### src/include/sfi_defines.svh
`ifndef SFI_DEFINES_SVH
`define SFI_DEFINES_SVH
// ****************************************************************
// Register indices
// ****************************************************************
`define SFI_ADDR_STATUS 8'h00
`define SFI_ADDR_MASK 8'h01
`define SFI_ADDR_PINCFG 8'h02
`define SFI_ADDR_THRESH 8'h06
// ****************************************************************
// Field positions
// ****************************************************************
`define SFI_BIT_FIFO_CLR 15
`define SFI_BIT_RSVD7 7
`define SFI_BIT_SLOT2 6
`define SFI_BIT_SLOT1 5
`define SFI_BIT_FIFO_MASK 8
`define SFI_BIT_P2_DRV 9
`define SFI_BIT_P2_POL 8
`define SFI_BIT_P1_ENA 2
`define SFI_BIT_P1_DRV 1
`define SFI_BIT_P1_POL 0
`define SFI_RSVD_LOW_ONES 5'h1f
// ****************************************************************
// Reset values
// ****************************************************************
`define SFI_MASK_RST 16'h01ff
`define SFI_PINCFG_RST 16'h0000
`define SFI_THRESH_RST 6'h00
`endif

### src/include/sfi_pkg.sv
package sfi_pkg;
  typedef struct packed {
    logic wr;
    logic rd;
    logic [7:0] addr;
    logic [15:0] wdata;
  } sfi_bus_s;
  typedef struct packed {
    logic out;
    logic oe;
  } sfi_pin_s;
  typedef struct packed {
    logic ena;
    logic drv;
    logic pol;
  } sfi_pincfg_s;
endpackage

### src/hw/sfi_status_unit.sv
// Overview of operation
// - Status upper byte reports FIFO byte count
// - Threshold words compared as two bytes each
// - Writing bit 15 one clears FIFO
// - Second-slot flag sets on event, W1C
// - First-slot flag sets on event, W1C
// - Reserved bit 7 resets zero, W1C
// - Low reserved bits cleared only by writing all five ones
// - FIFO-level irq above threshold when unmasked
// - Second-slot irq only when unmasked
// - First-slot irq only when unmasked
// - Pin two drive mode: push-pull or open-drain
// - Pin two polarity: high or low active
// - Pin one disabled floats, flags keep updating
// - Pin one enable allows driving interrupt
// - Pin one drive mode: push-pull or open-drain
// - Pin one polarity: high or low active
// - FIFO irq drops when count not above
`include "sfi_defines.svh"
module sfi_status_unit
  import sfi_pkg::*;
#(
  parameter int CNT_W = 8,
  parameter int THR_W = 6
) (
  // Clock and reset
  input wire logic core_clk,
  input wire logic nrst,
  // Register port
  input wire sfi_bus_s bus,
  output logic [15:0] rdata,
  // FIFO side
  input wire logic [CNT_W-1:0] fifo_byte_count,
  output logic fifo_clear,
  // Slot sample events
  input wire logic first_slot_event,
  input wire logic second_slot_event,
  // Interrupt
  output logic irq,
  output sfi_pin_s irq_pin_one,
  output sfi_pin_s irq_pin_two
);
  // Byte count and threshold fields are fixed by the register layout
  if (CNT_W != 8 || THR_W != 6) begin : g_bad_widths
    $error("unsupported widths");
  end
  // ****************************************************************
  // State
  // ****************************************************************
  typedef struct packed {
    logic [15:0] mask;
    logic [15:0] pincfg;
    logic [THR_W-1:0] thresh;
    logic rsvd7;
    logic [4:0] rsvd_low;
    logic fifo_clear;
    logic [15:0] rdata;
  } sfi_state_s;
  sfi_state_s st_q;
  sfi_state_s st_d;
  logic wr_status;
  logic first_slot_event_flag;
  logic second_slot_event_flag;
  logic fifo_level;
  logic first_slot_irq_disable;
  logic second_slot_irq_disable;
  logic fifo_irq_disable;
  sfi_pincfg_s cfg_one;
  sfi_pincfg_s cfg_two;
  assign wr_status = bus.wr && bus.addr == `SFI_ADDR_STATUS;
  // ****************************************************************
  // Event flags
  // ****************************************************************
  sfi_event_flag u_first_flag (
    .core_clk(core_clk),
    .nrst(nrst),
    .set_i(first_slot_event),
    .clr_i(wr_status && bus.wdata[`SFI_BIT_SLOT1]),
    .flag(first_slot_event_flag)
  );
  sfi_event_flag u_second_flag (
    .core_clk(core_clk),
    .nrst(nrst),
    .set_i(second_slot_event),
    .clr_i(wr_status && bus.wdata[`SFI_BIT_SLOT2]),
    .flag(second_slot_event_flag)
  );
  // ****************************************************************
  // Registers
  // ****************************************************************
  always_comb begin
    st_d = st_q;
    st_d.fifo_clear = wr_status && bus.wdata[`SFI_BIT_FIFO_CLR];
    if (wr_status && bus.wdata[`SFI_BIT_RSVD7]) begin
      st_d.rsvd7 = 1'b0;
    end
    if (wr_status && bus.wdata[4:0] == `SFI_RSVD_LOW_ONES) begin
      st_d.rsvd_low = 5'h00;
    end
    if (bus.wr) begin
      case (bus.addr)
        `SFI_ADDR_MASK: st_d.mask = bus.wdata;
        `SFI_ADDR_PINCFG: st_d.pincfg = bus.wdata;
        `SFI_ADDR_THRESH: st_d.thresh = bus.wdata[13:8];
        default: st_d.thresh = st_d.thresh;
      endcase
    end
    case (bus.addr)
      `SFI_ADDR_STATUS: st_d.rdata = {fifo_byte_count, st_q.rsvd7, second_slot_event_flag,
        first_slot_event_flag, st_q.rsvd_low};
      `SFI_ADDR_MASK: st_d.rdata = st_q.mask;
      `SFI_ADDR_PINCFG: st_d.rdata = st_q.pincfg;
      `SFI_ADDR_THRESH: st_d.rdata = {2'h0, st_q.thresh, 8'h00};
      default: st_d.rdata = 16'h0000;
    endcase
  end
  always_ff @(posedge core_clk) begin
    if (!nrst) begin
      st_q.mask <= `SFI_MASK_RST;
      st_q.pincfg <= `SFI_PINCFG_RST;
      st_q.thresh <= `SFI_THRESH_RST;
      st_q.rsvd7 <= 1'b0;
      st_q.rsvd_low <= 5'h00;
      st_q.fifo_clear <= 1'b0;
      st_q.rdata <= 16'h0000;
    end else begin
      st_q <= st_d;
    end
  end
  assign rdata = st_q.rdata;
  assign fifo_clear = st_q.fifo_clear;
  // ****************************************************************
  // Interrupt
  // ****************************************************************
  assign first_slot_irq_disable = st_q.mask[`SFI_BIT_SLOT1];
  assign second_slot_irq_disable = st_q.mask[`SFI_BIT_SLOT2];
  assign fifo_irq_disable = st_q.mask[`SFI_BIT_FIFO_MASK];
  // Byte count halved to whole words before comparing
  assign fifo_level = fifo_byte_count[CNT_W-1:1] > {1'b0, st_q.thresh};
  assign irq = (first_slot_event_flag && !first_slot_irq_disable)
    || (second_slot_event_flag && !second_slot_irq_disable)
    || (fifo_level && !fifo_irq_disable);
  assign cfg_one = '{ena: st_q.pincfg[`SFI_BIT_P1_ENA], drv: st_q.pincfg[`SFI_BIT_P1_DRV],
    pol: st_q.pincfg[`SFI_BIT_P1_POL]};
  assign cfg_two = '{ena: 1'b1, drv: st_q.pincfg[`SFI_BIT_P2_DRV], pol: st_q.pincfg[`SFI_BIT_P2_POL]};
  sfi_irq_pin u_pin_one (
    .cfg(cfg_one),
    .irq(irq),
    .pin(irq_pin_one)
  );
  sfi_irq_pin u_pin_two (
    .cfg(cfg_two),
    .irq(irq),
    .pin(irq_pin_two)
  );
  // ****************************************************************
  // Checks
  // ****************************************************************
  a_fifo_clear_pulse: assert property (@(posedge core_clk) disable iff (!nrst)
    wr_status && bus.wdata[15] |=> fifo_clear ##1 !fifo_clear || (wr_status && bus.wdata[15]))
    else $error("fifo clear not pulsed");
  a_first_masked: assert property (@(posedge core_clk) disable iff (!nrst)
    first_slot_event_flag && !first_slot_irq_disable |-> irq)
    else $error("first slot irq missing");
  a_second_masked: assert property (@(posedge core_clk) disable iff (!nrst)
    second_slot_event_flag && !second_slot_irq_disable |-> irq)
    else $error("second slot irq missing");
  a_fifo_level_irq: assert property (@(posedge core_clk) disable iff (!nrst)
    fifo_byte_count > {st_q.thresh, 1'b1} && !fifo_irq_disable |-> irq)
    else $error("fifo irq missing");
  a_irq_idle_low: assert property (@(posedge core_clk) disable iff (!nrst)
    !first_slot_event_flag && !second_slot_event_flag && fifo_byte_count < 8'h02 |-> !irq)
    else $error("spurious irq");
  a_pin_two_pol: assert property (@(posedge core_clk) disable iff (!nrst)
    irq_pin_two.out == (irq ^ st_q.pincfg[8]))
    else $error("pin two level wrong");
  a_pin_two_drv: assert property (@(posedge core_clk) disable iff (!nrst)
    !st_q.pincfg[9] |-> irq_pin_two.oe)
    else $error("pin two not driven");
  a_pin_one_float: assert property (@(posedge core_clk) disable iff (!nrst)
    !st_q.pincfg[2] |-> !irq_pin_one.oe)
    else $error("pin one driven while disabled");
  a_pin_one_drv: assert property (@(posedge core_clk) disable iff (!nrst)
    st_q.pincfg[2] && st_q.pincfg[1] |-> irq_pin_one.oe == irq)
    else $error("pin one open drain wrong");
  a_status_read: assert property (@(posedge core_clk) disable iff (!nrst)
    bus.addr == 8'h00 |=> rdata[15:8] == $past(fifo_byte_count))
    else $error("byte count read wrong");
endmodule // sfi_status_unit

### src/hw/sfi_event_flag.sv
module sfi_event_flag
  import sfi_pkg::*;
(
  // Clock and reset
  input wire logic core_clk,
  input wire logic nrst,
  // Event and clear
  input wire logic set_i,
  input wire logic clr_i,
  output logic flag
);
  typedef struct packed {
    logic flag;
  } sfi_flag_s;
  sfi_flag_s st_q;
  sfi_flag_s st_d;
  always_comb begin
    st_d = st_q;
    // Set wins over a clear in the same cycle
    if (set_i) begin
      st_d.flag = 1'b1;
    end else if (clr_i) begin
      st_d.flag = 1'b0;
    end
  end
  always_ff @(posedge core_clk) begin
    if (!nrst) begin
      st_q <= '0;
    end else begin
      st_q <= st_d;
    end
  end
  assign flag = st_q.flag;
  a_flag_set_wins: assert property (@(posedge core_clk) disable iff (!nrst) set_i |=> flag)
    else $error("event flag not set");
  a_flag_clear_ok: assert property (@(posedge core_clk) disable iff (!nrst) clr_i && !set_i |=> !flag)
    else $error("event flag not cleared");
endmodule // sfi_event_flag

### src/hw/sfi_irq_pin.sv
module sfi_irq_pin
  import sfi_pkg::*;
(
  // Configuration
  input wire sfi_pincfg_s cfg,
  // Interrupt level
  input wire logic irq,
  // Pin
  output sfi_pin_s pin
);
  always_comb begin
    pin.out = irq ^ cfg.pol;
    pin.oe = cfg.ena && (!cfg.drv || irq);
  end
  // Checked from the owning module, which has the clock; this block is purely combinational
  always_comb begin
    a_pin_float_off: assert #0 (cfg.ena || !pin.oe)
      else $error("pin driven while disabled");
  end
endmodule // sfi_irq_pin

### config.mk
export PLATFORM = sky130hd
export DESIGN_NAME = sfi_status_unit
export DESIGN_NICKNAME = d
export VERILOG_FILES = /design/src/include/sfi_pkg.sv /design/src/hw/sfi_status_unit.sv /design/src/hw/sfi_event_flag.sv /design/src/hw/sfi_irq_pin.sv
export VERILOG_INCLUDE_DIRS = /design/src /design/src/include
export SDC_FILE = /design/constraint.sdc
export NUM_CORES = 1
export LEC_CHECK = 0
export ABC_CLOCK_PERIOD_IN_PS = 5400
export BUFFER_PORTS_ARGS = -buffer_cell sky130_fd_sc_hd__buf_4
export CORE_UTILIZATION = 40
export CTS_BUF_LIST = sky130_fd_sc_hd__clkbuf_2
export DETAILED_ROUTE_END_ITERATION = 10
export HOLD_SLACK_MARGIN = 0.1
export MAX_ROUTING_LAYER = met4
export PLACE_DENSITY = 0.71
export SLEW_MARGIN = 20
export SYNTH_ARGS = -nofsm -noshare
export SYNTH_HDL_FRONTEND = slang
export SYNTH_SLANG_ARGS = --single-unit
### constraint.sdc
create_clock -name core_clk -period 5.4 [get_ports core_clk]
set_clock_uncertainty 0.2 [all_clocks]
set_input_delay 1.35 -clock core_clk [delete_from_list [all_inputs] [get_ports core_clk]]
set_output_delay 1.35 -clock core_clk [all_outputs]
set_load 0.02 [all_outputs]
==> metrics <==
DRT Wirelength 6890 microns; initial DRC count 172; Post-synth ARST share 0%; Power Internal 0.607 mW; top layer in use met4; Cell Area, Placed 3090 sq um; max capacitance violation total 0; synth unique cells 37; drt drc 4; Vias/cell 5.51; Final Instance Area 3230 sq um; fmax 221 MHz; clock sink total 57; Die Wd 84.5 microns; metal2 WL 3200 microns; hold crit path type flip-flop to flip-flop; sequential area share after synthesis 41.9%; global-route wire length before repair 11100 microns; Ant. Diodes 0; Reg area 1140 sq um; num rows 29; CP required 3850 ps; Post-CTS Resized 0; RSZ-0062 raised after global routing false; Placer Congestion 0.829; top_reg_cell synth dfxtp_1; Synth top area share 41.9%; CP endpoint kind output pin; EDFF count, synth 0; CP Launch Type input port; sw power 0.206 mW; setup_tns 0 ps; Final Hold Fails 0; area of the multi-input gates 1350 sq um; commonest non-fill, non-tap cell in the layout buf_4; Die ar. 7140 sq um; commonest non-fill, non-tap cells in the layout 63 x buf_4, 57 x dfxtp_1, 51 x nand3_1, 43 x nand2_1, 20 x nor2_1; CP Class input port to output pin; slew at the pin closest to its max-slew limit 895 ps; clock power share 39.2%; DPL Wire Length 4760 microns; switching portion of total power 25.3%; met3 wire len 547 microns; failing checks DRC; final setup vio count 0; Post-Synthesis Cell Area 2720 sq um; Die Ht 84.5 microns; Syn Nets 371; Clock Tree Buf Depth 2; H-Tree Depth 3; top-level port count 60; initial antenna violation count 0; CTS root buf clkbuf_2; Tcrit/Tclk final 83.7%; syn_area_per_cell 8.33 sq um; Max FO, Critical Path 5; grt ovf 0; GRT Util Overall 21.0%; pwr/cell area 252 nW/um^2; Seq pwr share 52.1%; CTS tree done; average wire per standard cell 15.5 microns; Detail Route Antenna Nets 0; area leader, netlist dfxtp_1; Lkg Pwr 1.37 nW; Slew headroom 40.2%; Peak VDD IR 0.123 mV; Buffers on Ports 58; largest net degree at the start of global routing 62; Met1 Wirelength 2970 microns; r2r setup slk 3960 ps; layout cell share with drive strength beyond 1 22.8%; TritonRoute pass-1 iters 7; flops & latches, synth 57; combinational share of power 8.7%; cell count after synthesis 327; fin nets 407; Reg clk slew, reported paths 150 ps; status complete, but fails checks; fin. max-slew vios 0; total CTS buffers 9; Tot Pwr 0.813 mW; core area 6460 sq um; Layout area overhead 18.4%; vias in the first global route 2316; clock insertion delay at the later pin of the skew report 520 ps; Synth Warn # 0; fillcell total 635; crit path DAT 2970 ps; crit path time final 4520 ps; routed vias 2453; post-CTS setup buffer count 0; hold_buf cts 0; top cells by area, synth dfxtp_1 42%, nand3_1 9.4%, mux2i_1 6.6%; starting density of the core 42.2%
[sequential cells by signal, summed over array words and instances (netlist names)]
signal / flops
cfg_one: 3
second_slot_irq_disable: 1
cfg_two: 2
st_q: 30
fifo_irq_disable: 1
first_slot_irq_disable: 1
u_second_flag.flag: 1
fifo_clear: 1
rdata: 16
u_first_flag.flag: 1
[synthesized netlist by cell type, types with 4 or more instances]
master / number
a211oi_1: 5
nand2b_1: 4
a22oi_1: 6
o21ai_0: 12
nand2_1: 43
or4_1: 4
ha_1: 6
dfxtp_1: 57
nor2_1: 20
nand3_1: 51
inv_1: 10
nor2b_1: 11
a32oi_1: 4
a21oi_1: 7
mux2i_1: 18
clkbuf_1: 16
buf_4: 16
[worst max-delay path, cell delays in order]
cell and delay [ps]:
buf_4 120, ha_1 290, nand4b_1 210, a21o_1 270, a2111oi_0 440, a311oi_1 110
buf_4 180
[power groups by stage]
stage | sequential [mW] | combinational [mW] | clock (mW)
2_1_floorplan | 0.432 | 0.0362 | 0
3_3_place_gp | 0.432 | 0.0697 | 0
3_5_place_dp | 0.432 | 0.0704 | 0
4_1_cts | 0.424 | 0.0705 | 0.321
5_1_grt | 0.424 | 0.0768 | 0.342
6_report | 0.424 | 0.0710 | 0.318
[worst paths after layout]
kind,start,end,depth (start not counted)
hold reg to reg,st_q[58],st_q[58],2
setup / recovery,fifo_byte_count[6],irq_pin_two[1],7
setup reg to reg,cfg_two[0],rdata[8],3
hold / removal,st_q[58],st_q[58],2
[metal layers]
metal	GRT usage [%]	vias up
met5	-	-
met1	25.5	1130
met4	11.9	0
met3	4.42	14
met2	32.4	94
li1	-	1215
[per-stage QoR]
step | cells | setup slack [ps] | utilization, % | hold slack [ps]
floorplan | 327 | 906 | - | 229
global placement | 429 | 923 | 47.9 | 235
detailed placement | 429 | 891 | 47.9 | 242
CTS | 445 | 892 | 49.9 | 261
global route | 445 | 754 | 49.9 | 279
finish | 445 | 878 | 49.9 | 263
[final cells by class]
class                   count  area share [%]
clock buffers              10            1.55
inverters                  10            1.16
multi-input cells         222            41.7
repair buffers             63            14.7
clock inverters             6            2.56
well taps                  77            2.99
flip-flops and latches     57            35.4
[cell families (layout without fill, tap and decap cells)]
family,after synthesis,in the layout,share of synthesized area (%)
simple gates,152,152,28.2
fa+ha+maj,6,6,2.76
mux,18,18,6.61
buf+inv,48,89,8.96
flops,57,57,41.9
compound gates,46,46,11.6
No activity file was read; power rests on OpenSTA's default activity.
